## src/rtl/bil_consts.svh

```systemverilog
// constants of the boot image loader: offsets, header layout, jumper fields
// assumes inclusion by bil_loader.sv only; bil_pkg.sv does not include it
`ifndef BIL_CONSTS_SVH
`define BIL_CONSTS_SVH

// ----------------------------------------
// register offsets on the register port
// ----------------------------------------
`define BIL_OFS_BANK 12'h800
`define BIL_OFS_JMP 12'h801
`define BIL_OFS_PD 12'h802
`define BIL_OFS_STAT 12'h803

// ----------------------------------------
// image header layout (longword index)
// ----------------------------------------
`define BIL_PAT0 32'h5a5ac3c3
`define BIL_PAT1 32'ha5a53c3c
`define BIL_HW_HSIZE 4'h2
`define BIL_HW_ICSUM 4'h3
`define BIL_HW_ISIZE 4'h4
`define BIL_HW_DFLAG 4'h5
`define BIL_HW_DLO 4'h6
`define BIL_HW_DHI 4'h7
`define BIL_HW_REV 4'h8
`define BIL_HW_FSIZE 4'h9
`define BIL_HW_HCSUM 4'hc
`define BIL_HDR_WORDS 4'hd
`define BIL_HDR_V0 32'h00000020

// ----------------------------------------
// boot memory, clock ram, jumpers
// ----------------------------------------
`define BIL_MEM_BYTES 21'h100000
`define BIL_CRAM_SEL_ADDR 6'h3f
`define BIL_JMP_BOOT_OPT 7
`define BIL_JMP_DEBUG 6
`define BIL_SYNC_CYCLES 2'h2
`define BIL_WORD_BYTES 3'h4

`endif

```

## src/rtl/bil_pkg.sv

```systemverilog
// types of the boot image loader: loader states and selection kinds
// needs nothing from bil_consts.svh; it includes no file
package bil_pkg;
	// gray codes along capture, clock ram read, header read, eval, load, done
	typedef enum logic [2:0] {
		ST_CAPT = 3'h0,
		ST_CRAM = 3'h1,
		ST_HDR = 3'h3,
		ST_EVAL = 3'h2,
		ST_LOAD = 3'h6,
		ST_DONE = 3'h7,
		ST_TRAP = 3'h5
	} bil_state_t;

	typedef enum logic [1:0] {
		WANT_FIRST = 2'h0,
		WANT_TYPE = 2'h1,
		WANT_INDEX = 2'h2,
		WANT_WHOLE = 2'h3
	} bil_want_t;
endpackage

```

## src/rtl/bil_loader.sv

```systemverilog
// boot image loader: image search, header checks, load stream, bank select
// assumes one clock, a same-clock boot memory and clock ram read port,
// and jumper pins that arrive asynchronously
//
// Behaviour
// - boot memory is two 512KB halves; lower half mapped after reset.
// - writing 1 to bank register 0x800 drives memory address bit 19 high outside header read and load.
// - upper half stays selected until reset or a 0 is written.
// - header found only on 5a5ac3c3 followed by a5a53c3c.
// - parse size, checksums, sizes, flag, destination, revision, header checksum.
// - image body starts at header start plus header size; extra content ignored.
// - a header size of 32 bytes means header format version 0.
// - image size bounds how many bytes are loaded.
// - decompression flag set expands repeating-byte runs, else plain copy.
// - image written at the 64-bit header destination, execution handed there.
// - firmware type is revision bits 15:8, header revision bits 7:0.
// - image checksum verifies the stored image bytes read from boot memory.
// - no header means whole 1MB loaded and run at address zero.
// - boot-select jumper out (reads 1) loads the first image unless the debug-trap jumper is fitted.
// - jumper fitted reads clock ram byte 0x3f to pick the image.
// - codes 00, 01, 02/03 select firmware types 0, 1, 2.
// - code 8n loads the nth image; n zero means the whole memory.
// - image not found loads first valid; none valid loads whole memory at 0.
// - presence-detect and configuration jumpers captured at reset, readable.
// - fitted debug-trap jumper (bit 6) diverts to the serial debug port.
// - cache period bits 5:3 decode to 6/8/10/12/15 ns, others reserved.
// - cache size bits 2:0 decode off/512KB/1MB/2MB/4MB/8MB, others reserved.
`timescale 1ns/10ps
`default_nettype none
`include "bil_consts.svh"

// ----------------------------------------
// byte fifo between decompressor and load stream
// ----------------------------------------
module bil_fifo #(
	parameter int W = 8,
	parameter int D = 8
) (
	// clock and reset
	input wire logic ref_clk,
	input wire logic resetn,
	// fill side
	input wire logic in_valid,
	output logic in_ready,
	input wire logic [W-1:0] in_data,
	// drain side
	output logic out_valid,
	input wire logic out_ready,
	output logic [W-1:0] out_data
);
	localparam int AW = $clog2(D);
	logic [W-1:0] mem [0:D-1];
	logic [AW-1:0] wr_ptr;
	logic [AW-1:0] rd_ptr;
	logic [AW:0] count;
	logic [AW:0] next_count;
	logic wr_en;
	logic rd_en;

	assign wr_en = in_valid && in_ready;
	assign rd_en = out_valid && out_ready;
	assign out_data = mem[rd_ptr];

	// flags registered from the next count so both sides see flops
	always_comb begin
		next_count = count;
		if (wr_en && !rd_en) begin
			next_count = count + 1'b1;
		end else if (rd_en && !wr_en) begin
			next_count = count - 1'b1;
		end
	end

	always_ff @(posedge ref_clk) begin
		if (!resetn) begin
			wr_ptr <= '0;
			rd_ptr <= '0;
			count <= '0;
			in_ready <= 1'b0;
			out_valid <= 1'b0;
		end else begin
			if (wr_en) begin
				wr_ptr <= wr_ptr + 1'b1;
			end
			if (rd_en) begin
				rd_ptr <= rd_ptr + 1'b1;
			end
			count <= next_count;
			in_ready <= next_count != (AW+1)'(D);
			out_valid <= next_count != '0;
		end
	end

	// storage has no reset; only written words are ever read
	always_ff @(posedge ref_clk) begin
		if (wr_en) begin
			mem[wr_ptr] <= in_data;
		end
	end
endmodule

// ----------------------------------------
// loader top
// ----------------------------------------
module bil_loader import bil_pkg::*; (
	// clock and reset
	input wire logic ref_clk,
	input wire logic resetn,
	// register port
	input wire logic reg_wr,
	input wire logic reg_rd,
	input wire logic [11:0] reg_addr,
	input wire logic [7:0] reg_wdata,
	output logic [7:0] reg_rdata,
	// boot memory read port
	output logic mem_rd,
	output logic [18:0] mem_addr,
	output logic mem_a19,
	input wire logic [31:0] mem_rdata,
	input wire logic mem_rvalid,
	// clock-backed ram read port
	output logic cbr_rd,
	output logic [5:0] cbr_addr,
	input wire logic [7:0] cbr_rdata,
	input wire logic cbr_rvalid,
	// jumper pins
	input wire logic [7:0] soft_config_bit,
	input wire logic [7:0] presence_detect,
	// load stream
	output logic load_valid,
	output logic [63:0] load_addr,
	output logic [7:0] load_byte,
	input wire logic load_ready,
	// status
	output logic boot_done,
	output logic [63:0] exec_addr,
	output logic debug_trap,
	output logic checksum_ok,
	output logic [7:0] fw_type,
	output logic [4:0] cache_period_ns,
	output logic [13:0] cache_size_kb,
	output logic cache_cfg_reserved
);
	bil_state_t state;
	bil_want_t want_kind;
	logic [7:0] want_val;
	logic [1:0] cap_cnt;
	logic [7:0] jmp_s1, jmp_s2, pd_s1, pd_s2, soft_cfg, pd_cfg;
	logic bank_sel, rd_pend, cbr_pend, have_first, force_take, whole_mem, decomp;
	logic [19:0] base, first_base, rd_addr;
	logic [7:0] idx;
	logic [3:0] hw_idx;
	logic [31:0] hdr [0:12];
	logic [31:0] img_csum, img_size, csum_acc, out_rem, push_cnt;
	logic [63:0] tgt;
	logic [20:0] in_rem;
	logic [31:0] wbuf;
	logic [2:0] wcnt;
	logic [7:0] lit_cnt, rep_cnt, rep_len, rep_byte;
	logic rep_pend;
	logic fifo_in_ready, push, take;
	logic [7:0] pdata;
	logic pat_ok, v0, hdr_ok, eval_whole, eval_take, sel_hit;
	logic [31:0] hsum, stored;
	logic [32:0] nb;
	logic [63:0] dest;

	// selection code to {kind, value}; unknown codes ask for firmware type ff
	function automatic logic [9:0] sel_decode(input logic [7:0] code);
		if (code == 8'h00 || code == 8'h01) begin
			sel_decode = {WANT_TYPE, code};
		end else if (code == 8'h02 || code == 8'h03) begin
			sel_decode = {WANT_TYPE, 8'h02};
		end else if (code[7:4] == 4'h8) begin
			sel_decode = (code[3:0] == 4'h0) ? {WANT_WHOLE, 8'h00} : {WANT_INDEX, 4'h0, code[3:0]};
		end else begin
			sel_decode = {WANT_TYPE, 8'hff};
		end
	endfunction

	function automatic logic [4:0] period_ns(input logic [2:0] code);
		unique case (code)
			3'h1: period_ns = 5'h06;
			3'h2: period_ns = 5'h08;
			3'h3: period_ns = 5'h0a;
			3'h4: period_ns = 5'h0c;
			3'h5: period_ns = 5'h0f;
			default: period_ns = 5'h00;
		endcase
	endfunction

	function automatic logic [13:0] size_kb(input logic [2:0] code);
		size_kb = (code == 3'h0 || code > 3'h5) ? 14'h0000 : 14'(14'h0100 << code);
	endfunction

	// ----------------------------------------
	// jumper capture and decode
	// ----------------------------------------
	// two flops before anything reads the pins
	always_ff @(posedge ref_clk) begin
		if (!resetn) begin
			{jmp_s1, jmp_s2, pd_s1, pd_s2} <= '0;
		end else begin
			jmp_s1 <= soft_config_bit;
			jmp_s2 <= jmp_s1;
			pd_s1 <= presence_detect;
			pd_s2 <= pd_s1;
		end
	end

	// levels latched once the synchroniser has filled after release
	always_ff @(posedge ref_clk) begin
		if (!resetn) begin
			soft_cfg <= 8'hff;
			pd_cfg <= 8'h00;
			cache_period_ns <= 5'h00;
			cache_size_kb <= 14'h0000;
			cache_cfg_reserved <= 1'b0;
		end else begin
			if (state == ST_CAPT && cap_cnt == `BIL_SYNC_CYCLES) begin
				soft_cfg <= jmp_s2;
				pd_cfg <= pd_s2;
			end
			cache_period_ns <= period_ns(soft_cfg[5:3]);
			cache_size_kb <= size_kb(soft_cfg[2:0]);
			cache_cfg_reserved <= period_ns(soft_cfg[5:3]) == 5'h00 || soft_cfg[2:0] > 3'h5;
		end
	end

	// ----------------------------------------
	// register port
	// ----------------------------------------
	always_ff @(posedge ref_clk) begin
		if (!resetn) begin
			bank_sel <= 1'b0;
			reg_rdata <= 8'h00;
		end else begin
			if (reg_wr && reg_addr == `BIL_OFS_BANK) begin
				bank_sel <= reg_wdata[0];
			end
			// bank register is write-only and reads zero
			if (reg_rd) begin
				unique case (reg_addr)
					`BIL_OFS_JMP: reg_rdata <= soft_cfg;
					`BIL_OFS_PD: reg_rdata <= pd_cfg;
					`BIL_OFS_STAT: reg_rdata <= {3'h0, whole_mem, have_first, checksum_ok,
						debug_trap, boot_done};
					default: reg_rdata <= 8'h00;
				endcase
			end
		end
	end

	// ----------------------------------------
	// header view
	// ----------------------------------------
	always_comb begin
		hsum = 32'h0;
		for (int i = 0; i < 12; i++) begin
			hsum = hsum + hdr[i];
		end
		pat_ok = hdr[0] == `BIL_PAT0 && hdr[1] == `BIL_PAT1;
		v0 = hdr[`BIL_HW_HSIZE] == `BIL_HDR_V0;
		// version 0 headers end before the checksum word
		hdr_ok = pat_ok && (v0 || hsum == hdr[`BIL_HW_HCSUM]);
		stored = v0 ? hdr[`BIL_HW_ISIZE] : hdr[`BIL_HW_FSIZE];
		dest = {hdr[`BIL_HW_DHI], hdr[`BIL_HW_DLO]};
		nb = (33'(base) + 33'(hdr[`BIL_HW_HSIZE]) + 33'(stored) + 33'h3) & ~33'h3;
		unique case (want_kind)
			WANT_FIRST: sel_hit = 1'b1;
			WANT_TYPE: sel_hit = !v0 && hdr[`BIL_HW_REV][15:8] == want_val;
			WANT_INDEX: sel_hit = idx == want_val;
			WANT_WHOLE: sel_hit = 1'b0;
		endcase
		eval_whole = want_kind == WANT_WHOLE || (!hdr_ok && !have_first);
		eval_take = !eval_whole && hdr_ok && (force_take || sel_hit);
	end

	// ----------------------------------------
	// search state machine
	// ----------------------------------------
	always_ff @(posedge ref_clk) begin
		if (!resetn) begin
			state <= ST_CAPT;
			cap_cnt <= 2'h0;
			want_kind <= WANT_FIRST;
			want_val <= 8'h00;
			cbr_rd <= 1'b0;
			cbr_pend <= 1'b0;
			cbr_addr <= `BIL_CRAM_SEL_ADDR;
			base <= 20'h0;
			first_base <= 20'h0;
			idx <= 8'h01;
			have_first <= 1'b0;
			force_take <= 1'b0;
			whole_mem <= 1'b0;
			tgt <= 64'h0;
			img_csum <= 32'h0;
			img_size <= 32'h0;
			boot_done <= 1'b0;
			exec_addr <= 64'h0;
			debug_trap <= 1'b0;
			checksum_ok <= 1'b0;
			fw_type <= 8'h00;
		end else begin
			cbr_rd <= 1'b0;
			unique case (state)
				ST_CAPT: begin
					if (cap_cnt != `BIL_SYNC_CYCLES) begin
						cap_cnt <= cap_cnt + 2'h1;
					end else if (!jmp_s2[`BIL_JMP_DEBUG]) begin
						state <= ST_TRAP;
					end else if (jmp_s2[`BIL_JMP_BOOT_OPT]) begin
						want_kind <= WANT_FIRST;
						state <= ST_HDR;
					end else begin
						state <= ST_CRAM;
					end
				end
				ST_CRAM: begin
					if (!cbr_pend) begin
						cbr_rd <= 1'b1;
						cbr_pend <= 1'b1;
					end else if (cbr_rvalid) begin
						cbr_pend <= 1'b0;
						{want_kind, want_val} <= sel_decode(cbr_rdata);
						state <= ST_HDR;
					end
				end
				ST_HDR: begin
					if (hw_idx == `BIL_HDR_WORDS) begin
						state <= ST_EVAL;
					end
				end
				ST_EVAL: begin
					if (eval_whole || eval_take) begin
						state <= ST_LOAD;
						whole_mem <= eval_whole;
						tgt <= eval_whole ? 64'h0 : dest;
						img_csum <= hdr[`BIL_HW_ICSUM];
						img_size <= hdr[`BIL_HW_ISIZE];
						fw_type <= eval_whole ? 8'h00 : hdr[`BIL_HW_REV][15:8];
					end else if (!hdr_ok) begin
						// end of chain: go back to the first valid image
						base <= first_base;
						force_take <= 1'b1;
						state <= ST_HDR;
					end else begin
						if (!have_first) begin
							have_first <= 1'b1;
							first_base <= base;
						end
						idx <= idx + 8'h01;
						if (nb >= 33'(`BIL_MEM_BYTES)) begin
							base <= have_first ? first_base : base;
							force_take <= 1'b1;
						end else begin
							base <= nb[19:0];
						end
						state <= ST_HDR;
					end
				end
				ST_LOAD: begin
					if ((out_rem == 32'h0 || (in_rem == 21'h0 && rep_cnt == 8'h0)) && !rd_pend
						&& !load_valid && fifo_in_ready) begin
						state <= ST_DONE;
						boot_done <= 1'b1;
						exec_addr <= tgt;
						checksum_ok <= !whole_mem && csum_acc == img_csum;
					end
				end
				ST_DONE: begin
				end
				ST_TRAP: begin
					debug_trap <= 1'b1;
				end
				default: state <= ST_CAPT;
			endcase
		end
	end

	// ----------------------------------------
	// header word capture
	// ----------------------------------------
	always_ff @(posedge ref_clk) begin
		if (!resetn) begin
			hw_idx <= 4'h0;
		end else if (state != ST_HDR) begin
			hw_idx <= 4'h0;
		end else if (mem_rvalid) begin
			hdr[hw_idx] <= mem_rdata;
			hw_idx <= hw_idx + 4'h1;
		end
	end

	// ----------------------------------------
	// boot memory port
	// ----------------------------------------
	// loader owns bit 19 while reading; software's bank choice otherwise
	always_ff @(posedge ref_clk) begin
		if (!resetn) begin
			mem_rd <= 1'b0;
			mem_addr <= 19'h0;
			mem_a19 <= 1'b0;
			rd_pend <= 1'b0;
			rd_addr <= 20'h0;
		end else begin
			mem_rd <= 1'b0;
			if (mem_rvalid) begin
				rd_pend <= 1'b0;
			end
			if (state == ST_EVAL) begin
				rd_addr <= eval_whole ? 20'h0 : base + hdr[`BIL_HW_HSIZE][19:0];
			end
			if (state == ST_HDR && !rd_pend && hw_idx != `BIL_HDR_WORDS) begin
				mem_rd <= 1'b1;
				{mem_a19, mem_addr} <= base + {14'h0, hw_idx, 2'h0};
				rd_pend <= 1'b1;
			end else if (state == ST_LOAD && !rd_pend && wcnt == 3'h0 && in_rem != 21'h0
				&& out_rem != 32'h0) begin
				mem_rd <= 1'b1;
				{mem_a19, mem_addr} <= rd_addr;
				rd_addr <= rd_addr + 20'h4;
				rd_pend <= 1'b1;
			end else if (state != ST_HDR && state != ST_LOAD) begin
				mem_a19 <= bank_sel;
			end
		end
	end

	// ----------------------------------------
	// byte source and run-length expander
	// ----------------------------------------
	// control byte: bit 7 clear copies n+1 literals, set repeats next byte n+1 times
	always_comb begin
		push = 1'b0;
		take = 1'b0;
		pdata = wbuf[7:0];
		if (state == ST_LOAD && out_rem != 32'h0 && fifo_in_ready) begin
			if (rep_cnt != 8'h0) begin
				push = 1'b1;
				pdata = rep_byte;
			end else if (wcnt != 3'h0 && in_rem != 21'h0) begin
				take = 1'b1;
				push = !decomp || (lit_cnt != 8'h0 && !rep_pend);
			end
		end
	end

	always_ff @(posedge ref_clk) begin
		if (!resetn) begin
			{wbuf, wcnt, in_rem, out_rem, csum_acc, push_cnt} <= '0;
			{lit_cnt, rep_cnt, rep_len, rep_byte, rep_pend, decomp} <= '0;
			load_addr <= 64'h0;
		end else if (state == ST_EVAL) begin
			wcnt <= 3'h0;
			{lit_cnt, rep_cnt, rep_pend, csum_acc, push_cnt} <= '0;
			in_rem <= (eval_whole || stored >= 32'(`BIL_MEM_BYTES)) ? `BIL_MEM_BYTES : stored[20:0];
			out_rem <= eval_whole ? 32'(`BIL_MEM_BYTES) : hdr[`BIL_HW_ISIZE];
			decomp <= !eval_whole && hdr[`BIL_HW_DFLAG] != 32'h0;
			load_addr <= eval_whole ? 64'h0 : dest;
		end else begin
			if (state == ST_LOAD && mem_rvalid) begin
				wbuf <= mem_rdata;
				wcnt <= `BIL_WORD_BYTES;
			end
			if (take) begin
				wbuf <= {8'h00, wbuf[31:8]};
				wcnt <= wcnt - 3'h1;
				in_rem <= in_rem - 21'h1;
				csum_acc <= csum_acc + 32'(wbuf[7:0]);
				if (decomp && push) begin
					lit_cnt <= lit_cnt - 8'h1;
				end else if (decomp && rep_pend) begin
					rep_byte <= wbuf[7:0];
					rep_cnt <= rep_len;
					rep_pend <= 1'b0;
				end else if (decomp && wbuf[7]) begin
					rep_pend <= 1'b1;
					rep_len <= {1'b0, wbuf[6:0]} + 8'h1;
				end else if (decomp) begin
					lit_cnt <= {1'b0, wbuf[6:0]} + 8'h1;
				end
			end
			if (push && rep_cnt != 8'h0) begin
				rep_cnt <= rep_cnt - 8'h1;
			end
			if (push) begin
				out_rem <= out_rem - 32'h1;
				push_cnt <= push_cnt + 32'h1;
			end
			if (load_valid && load_ready) begin
				load_addr <= load_addr + 64'h1;
			end
		end
	end

	bil_fifo #(.W(8), .D(8)) u_fifo (
		.ref_clk(ref_clk),
		.resetn(resetn),
		.in_valid(push),
		.in_ready(fifo_in_ready),
		.in_data(pdata),
		.out_valid(load_valid),
		.out_ready(load_ready),
		.out_data(load_byte)
	);

	// ----------------------------------------
	// assertions
	// ----------------------------------------
	property p_boot_lower;
		@(posedge ref_clk) disable iff (!resetn) $rose(resetn) |-> !bank_sel && !mem_a19;
	endproperty
	a_boot_lower: assert property (p_boot_lower) else $error("bank not lower after reset");

	property p_bank_set;
		@(posedge ref_clk) disable iff (!resetn)
		(reg_wr && reg_addr == `BIL_OFS_BANK && reg_wdata[0] && state == ST_DONE) |=> ##1 mem_a19;
	endproperty
	a_bank_set: assert property (p_bank_set) else $error("bank write did not raise bit 19");

	property p_bank_hold;
		@(posedge ref_clk) disable iff (!resetn)
		(bank_sel && !(reg_wr && reg_addr == `BIL_OFS_BANK)) |=> bank_sel;
	endproperty
	a_bank_hold: assert property (p_bank_hold) else $error("upper bank dropped on its own");

	property p_trap;
		@(posedge ref_clk) disable iff (!resetn)
		(state == ST_CAPT && cap_cnt == `BIL_SYNC_CYCLES && !jmp_s2[`BIL_JMP_DEBUG])
		|=> state == ST_TRAP ##1 debug_trap;
	endproperty
	a_trap: assert property (p_trap) else $error("debug jumper did not trap");

	property p_first_when_out;
		@(posedge ref_clk) disable iff (!resetn)
		(state == ST_HDR && soft_cfg[`BIL_JMP_BOOT_OPT]) |-> want_kind == WANT_FIRST;
	endproperty
	a_first_when_out: assert property (p_first_when_out) else $error("jumper out not first");

	property p_cram_addr;
		@(posedge ref_clk) disable iff (!resetn)
		cbr_rd |-> cbr_addr == `BIL_CRAM_SEL_ADDR && state == ST_CRAM;
	endproperty
	a_cram_addr: assert property (p_cram_addr) else $error("clock ram read wrong byte");

	property p_no_valid_whole;
		@(posedge ref_clk) disable iff (!resetn)
		(state == ST_EVAL && !hdr_ok && !have_first)
		|=> state == ST_LOAD && whole_mem && load_addr == 64'h0;
	endproperty
	a_no_valid_whole: assert property (p_no_valid_whole) else $error("no header not whole load");

	property p_size_bound;
		@(posedge ref_clk) disable iff (!resetn)
		(state == ST_LOAD && !whole_mem) |-> push_cnt <= img_size;
	endproperty
	a_size_bound: assert property (p_size_bound) else $error("loaded past image size");

	property p_exec_target;
		@(posedge ref_clk) disable iff (!resetn)
		(state == ST_LOAD ##1 state == ST_DONE) |-> boot_done && exec_addr == tgt
		&& (!whole_mem || exec_addr == 64'h0);
	endproperty
	a_exec_target: assert property (p_exec_target) else $error("wrong execution address");

	c_trap: cover property (@(posedge ref_clk) disable iff (!resetn) state == ST_TRAP);
	c_decomp_done: cover property (@(posedge ref_clk) disable iff (!resetn)
		decomp && state == ST_DONE);
	// a whole-memory load never finishes in a short run, so its start is covered
	c_whole: cover property (@(posedge ref_clk) disable iff (!resetn)
		whole_mem && state == ST_LOAD && load_valid);
	c_bank_up: cover property (@(posedge ref_clk) disable iff (!resetn) mem_a19 && boot_done);
endmodule

`default_nettype wire

```

## config.mk

```make
export PLATFORM = sky130hd
export DESIGN_NAME = bil_loader
export DESIGN_NICKNAME = d
export VERILOG_FILES = /design/src/rtl/bil_pkg.sv /design/src/rtl/bil_loader.sv
export VERILOG_INCLUDE_DIRS = /design/src /design/src/rtl
export SDC_FILE = /design/constraint.sdc
export NUM_CORES = 2
export LEC_CHECK = 0
export BUFFER_PORTS_ARGS = -buffer_cell sky130_fd_sc_hd__buf_4
export CAP_MARGIN = 30
export CORE_ASPECT_RATIO = 1.75
export CORE_MARGIN = 2
export CORE_UTILIZATION = 60
export CTS_CLUSTER_DIAMETER = 50
export DETAILED_ROUTE_END_ITERATION = 7
export PLACE_DENSITY = 0.78
export RECOVER_POWER = 50
export SLEW_MARGIN = 20
export SYNTH_ARGS = -nofsm -noshare
export SYNTH_HDL_FRONTEND = slang
export SYNTH_HIERARCHICAL = 1
export SYNTH_SLANG_ARGS = --single-unit
```

## constraint.sdc

```tcl
create_clock -name ref_clk -period 8.3 [get_ports ref_clk]
set_input_delay 1.66 -clock ref_clk [delete_from_list [all_inputs] [get_ports ref_clk]]
set_output_delay 1.66 -clock ref_clk [all_outputs]
set_load 0.02 [all_outputs]
```

# Word level (Yosys, flattened, before mapping)
# Memories as Yosys holds them, arrays and structs flattened. A register that Yosys moved wholly into a read port is not among the register bits.
# Cells that the tools add are included.
totals:
  latchBits: 0
  memories: 2
  out_inout_bits: 204
  inputBits: 83
  wordCells: 337
  rom_bits: 0
  ramBits: 480
  reg_bits: 560
classes:
  n_bitwise: 6
  order_cmp: 3
  mul: 0
  n_div: 0
  eq_ne: 47
  n_reduce_logical: 106
  n_addsub: 32
  shift: 1
  n_mux: 88
mem_list:
  columns: ["memory", "depth", "width", "read_ports", "rd_clocked_by_memory_dff", "write_ports", "line_no", "rtl"]
  rows:
  - ["hdr", 13, 32, 14, 1, 1, "bil_loader.sv:153", "logic [31:0] hdr [0:12];"]
  - ["u_fifo.mem", 8, 8, 1, 1, 1, "bil_loader.sv:52", "logic [W-1:0] mem [0:D-1];"]
ops:
  columns: ["operator", "count"]
  rows:
  - ["$add A32 B32 Y32", 11]
  - ["$mux W32", 6]
  - ["$mux W64", 3]
  - ["$mux W20", 7]
  - ["$mux W8", 11]
  - ["$add A64 B1 Y64 const B", 1]
  - ["$eq A32 B32 Y1", 2]
  - ["$reduce_bool A32 Y1", 2]
  - ["$mux W21", 3]
  - ["$eq A12 B12 Y1 const B", 4]
  - ["$mux W19", 2]
  - ["$logic_and A1 B1 Y1", 34]
  - ["$add A20 B32 Y33", 1]
  - ["$add A33 B2 Y33 const B", 1]
  - ["$add A33 B32 Y33", 1]
  - ["$ge A33 B21 Y1 const B", 1]
  - ["$mux W3", 11]
  - ["$add A32 B8 Y32", 1]
  - ["$eq A32 B31 Y1 const B", 1]
  - ["$eq A32 B32 Y1 const B", 1]
  - ["$eq A32 B6 Y1 const B", 1]
  - ["$ge A32 B21 Y1 const B", 1]
  - ["$logic_not A32 Y1", 1]
  - ["$sub A32 B1 Y32 const B", 1]
  - ["59 further kinds", 175]

# Depth between registers and ports, before layout
# An unclocked memory read counts as a cell.
logic_depth:
  ltp_word: 24
  mapped_depth: 27
  mapped_depth_nobuf: 24

# Hierarchy
# The synthesis kept the hierarchy.
by_module_without_submodules:
  columns: ["mod", "n_inst", "seq_area_each_um2", "area_per_inst_um2", "cells_each"]
  rows:
  - ["bil_loader", 1, 23922.9, 52749.3, 5100]
  - ["bil_fifo", 1, 2222.1, 3158.0, 176]

# Least setup slack after synthesis
# No wires, ideal clock.
synth_path:
  path_kind: "reg-to-reg"
  start: "memory hdr[2][2]"
  end: "register tgt[13]"
  path_stages_with_launch: 26
  t_required_ps: 8183
  setup_slack_ps: 1386
  synth_period_minus_slack_ps: 6914
  n_path_buf: 3
  setup_ps: 117
  arrival_ps: 6797
  cell_sequence: "edfxtp_1 fa_1 inv_1 fa_1 fa_1 fa_1 inv_1 fa_1 ha_1 inv_1 fa_1 xor2_1 nand4_1 or4_1 nor4_2 nand4b_1 or4_1 nor4_1 nand4b_1 o2111ai_1 o211ai_2 buf_6 and2_4 buf_6 buf_6 a22o_1"
synth_lines:
  columns: ["element", "line_no", "rtl"]
  rows:
  - ["start: declaration", "bil_loader.sv:153", null]
  - ["end signal: assignment", "bil_loader.sv:339", "tgt <= eval_whole ? 64'h0 : dest;"]
  - ["end: declaration", "bil_loader.sv:155", "logic [63:0] tgt;"]

==> flow_metrics.py <==
metrics = {
    "die": {
        "rows": 148,
        "boundaryPins": 287,
        "die_w_um": 235,
        "dieArea_um2": 95700,
        "start_util_pct": 60.4,
        "die_h_um": 408,
        "design.core.area_um2": 92600,
    },
    "worst_hold_path": {
        "hold_class": "reg -> reg",
    },
    "sta": {
        "slew_headroom_pct": -93.2,
        "period_share_pct": 97.3,
        "finalSetupViolCount": 0,
        "fmax_mhz": 124,
        "fin_skew_ns": 0.0511,
        "final.min_clock_period_ns": 8.08,
        "finalHoldViolations": 0,
        "tightestPinTransition_ns": 2.90,
        "slew_violations": 331,
    },
    "power_and_ir_drop": {
        "p_switching_mw": 3.97,
        "switching_share_pct": 30.3,
        "pwr-share-comb_pct": 18.2,
        "power_frac_seq_pct": 45.0,
        "vdd_drop_max_v": 0.000180,
        "intPower_mw": 9.12,
        "p_per_area_nw_per_um2": 209,
        "p_total_mw": 13.1,
        "p_leak_nw": 24.0,
        "p_clk_share_pct": 36.8,
    },
    "worst_setup_path": {
        "critPathArrivalTime_ns": 8.71,
        "crit_path_end": "load_addr[15]",
        "reg2reg_to": "load_addr[15]",
        "reg2reg_slack_ns": 0.22,
        "reg2reg_depth": 25,
        "worstSetupStartpointType": "flop",
        "cp.required_ns": 8.93,
        "end_kind": "flop",
        "crit_type": "reg -> reg",
        "startpoint": "hdr[7][12]",
        "rr_startpoint": "hdr[7][12]",
        "crit_path_max_fanout": 21,
    },
    "grt": {
        "grt_pass1_vias": 43972,
        "grt_start_max_net_pins": 163,
        "grt_first_pass_wirelength_um": 276000,
        "grt.overflow.total": 0,
        "antenna_found_initial": 13,
        "grtUsageTotal_pct": 39.0,
    },
    "clock_tree": {
        "cts_num_sinks": 1066,
        "clk_pin_slew_ns": 0.07,
        "cts_tree": "yes",
        "ctsHoldBuffers": 0,
        "root_buffer": "clkbuf_16",
        "cts.path.max_buffers": 3,
        "cts-buffers-inserted": 100,
        "cts_max_level": 3,
        "worstSkewPairLatency_ns": 0.74,
    },
    "detailed_routing": {
        "final_antenna_net_count": 0,
        "drtIter0Drc": 4839,
        "vias": 44108,
        "drt-vias-per-instance": 6.42,
        "dr.pass1.iters": 6,
        "drc": 0,
        "avgRoutedWirePerCell_um": 27.4,
        "totalWireLength_um": 189000,
    },
    "finish": {
        "final_core_util_pct": 67.6,
        "drive_gt1_share_pct": 9.12,
        "layout.nets": 6151,
        "syn_to_final_growth_pct": 11.9,
        "finalNonFillerCells": 6875,
        "post-route-cell-area_um2": 62600,
    },
    "placement": {
        "placed_area_um2": 59900,
        "gp_congestion": 1.00,
        "dp_hpwl_um": 142000,
        "dp.cells": 6675,
        "portBuffers": 264,
    },
    "logic_synthesis": {
        "yosysMostFrequentCell": "dfxtp_1",
        "synth_commonest_cells": "586 x dfxtp_1, 539 x nand2_1, 480 x edfxtp_1",
        "ys_types": 99,
        "syn-cell-area_um2": 55900,
        "ys_ff_latch": 1066,
        "seq_area_frac_synth_pct": 46.8,
        "yosysTopAreaCellShare_pct": 25.8,
        "synth_edf_count": 480,
        "synth_area_leaders": "edfxtp_1 26%, dfxtp_1 21%, fa_1 12%",
        "yosys.area.top_type": "edfxtp_1",
        "synth_warnings": 6,
        "syn_area_per_cell_um2": 10.6,
        "synth_cells": 5276,
        "async_flop_share_pct": 0,
        "ys.flop_type": "dfxtp_1",
    },
    "run": {
        "max_cap_viol_count": 11,
    },
    "outcome": {
        "violations": "max-capacitance violations, max-slew violations",
        "status": "finished, violations left",
    },
}
[power groups by stage]
stage	Clock [mW]	Combinational, mW	Sequential (mW)
floorplan	0	1.58	5.94
global placement	0	2.28	5.98
detailed placement	0	2.34	5.99
CTS	4.82	2.36	5.87
global route	5.02	2.57	5.90
finish	4.81	2.39	5.89
[registers in the layout, summed over array words and instances (netlist names), 64 cells and up, named ones only]
signal	cells
hdr	416
exec_addr	64
tgt	64
u_fifo/mem	64
load_addr	64
[through the flow]
stage	TNS (ns)	setup WS (ns)	hold slack [ns]
after detailed placement	0	0.159	0.419
final	0	0.224	0.434
after CTS	0	0.164	0.435
after floorplan	0	1.39	0.412
after global routing	-0.00401	-0.00401	0.444
after global placement	0	0.244	0.415
[layout make-up]
class                      count  area [um2]
clock buffer                 137        2880
multi-input combinational   3577       27300
antenna                        8        20.0
fill                        7227       30000
clock inverter                52         528
sequential                  1066       26100
inverter                     392        1480
timing repair buffer         443        2690
tap                         1200        1500
[per-layer routing]
layer | GRT usage (%) | wire, um | part of all wire, % | vias to the layer above
met3 | 9.03 | 17600 | 9.4 | 862
met1 | 41.5 | 60200 | 32 | 21509
met5 | 0 | 101 | 0.054 | -
met4 | 34.0 | 20200 | 11 | 14
met2 | 65.1 | 90400 | 48 | 2543
li1 | - | - | - | 19180
[critical path, stage by stage (launching register included)]
cell	delay, ns
edfxtp_1	0.61
fa_1	0.60
inv_1	0.06
fa_1	0.52
fa_1	0.45
fa_1	0.52
fa_1	0.61
inv_1	0.06
ha_1	0.46
xnor2_2	0.39
nor3_1	0.15
or4_1	0.58
nor4_2	0.19
nand4b_1	0.12
or4_1	0.55
nor4_1	0.27
buf_4	0.18
nand4b_1	0.12
buf_4	0.23
o211ai_2	0.25
buf_4	0.22
and2_4	0.23
buf_12	0.20
buf_4	0.16
a22oi_1	0.08
nor2_1	0.13
[logic make-up after synthesis]
| family | synth area share, % |
|---|---|
| other cells | 0.0134 |
| fa+ha+maj | 15.3 |
| compound gates | 12.1 |
| mux | 2.67 |
| flops | 46.8 |
| xor+xnor | 4.44 |
| simple gates | 14.0 |
| buf+inv | 4.70 |
[worst min path at each step]
stage	start	endpoint	slack, ns	cells past startpoint
after detailed placement	jmp_s1[4]	jmp_s2[4]	0.42	1
after floorplan	jmp_s1[0]	jmp_s2[0]	0.41	1
final	pd_s1[2]	pd_s2[2]	0.43	1
after global routing	pd_s1[2]	pd_s2[2]	0.44	1
after global placement	jmp_s1[3]	jmp_s2[3]	0.41	1
after CTS	jmp_s1[4]	jmp_s2[4]	0.43	1
[placed cells by master (no fill, tap or decap), types with 26 or more instances in the layout]
master and instances:
a21o_1 32, clkbuf_1 241, nand3_1 176, mux2_2 51, nor2_1 386, a31oi_1 59
and2_1 46, inv_1 392, buf_4 198, clkbuf_16 105, nor4_1 62, a311oi_1 30
o211ai_1 26, xnor2_1 147, and3_1 47, dfxtp_1 586, a221oi_1 29, a22oi_1 56
a211oi_1 42, nand2b_1 40, o21a_1 29, xor2_1 127, a21oi_1 321, fa_1 327
o21ai_0 196, nor2b_1 27, nand4_1 65, ha_1 161, nand2_1 538, a22o_1 86
edfxtp_1 480, nor3_1 99, mux2i_1 52
[timing repair]
action | 4_1_cts | 5_1_grt
setup endpoints to repair | 0 | 245
buffers inserted | 0 | 1
gates resized for setup | 0 | 6
No activity file was read; power rests on OpenSTA's default activity.
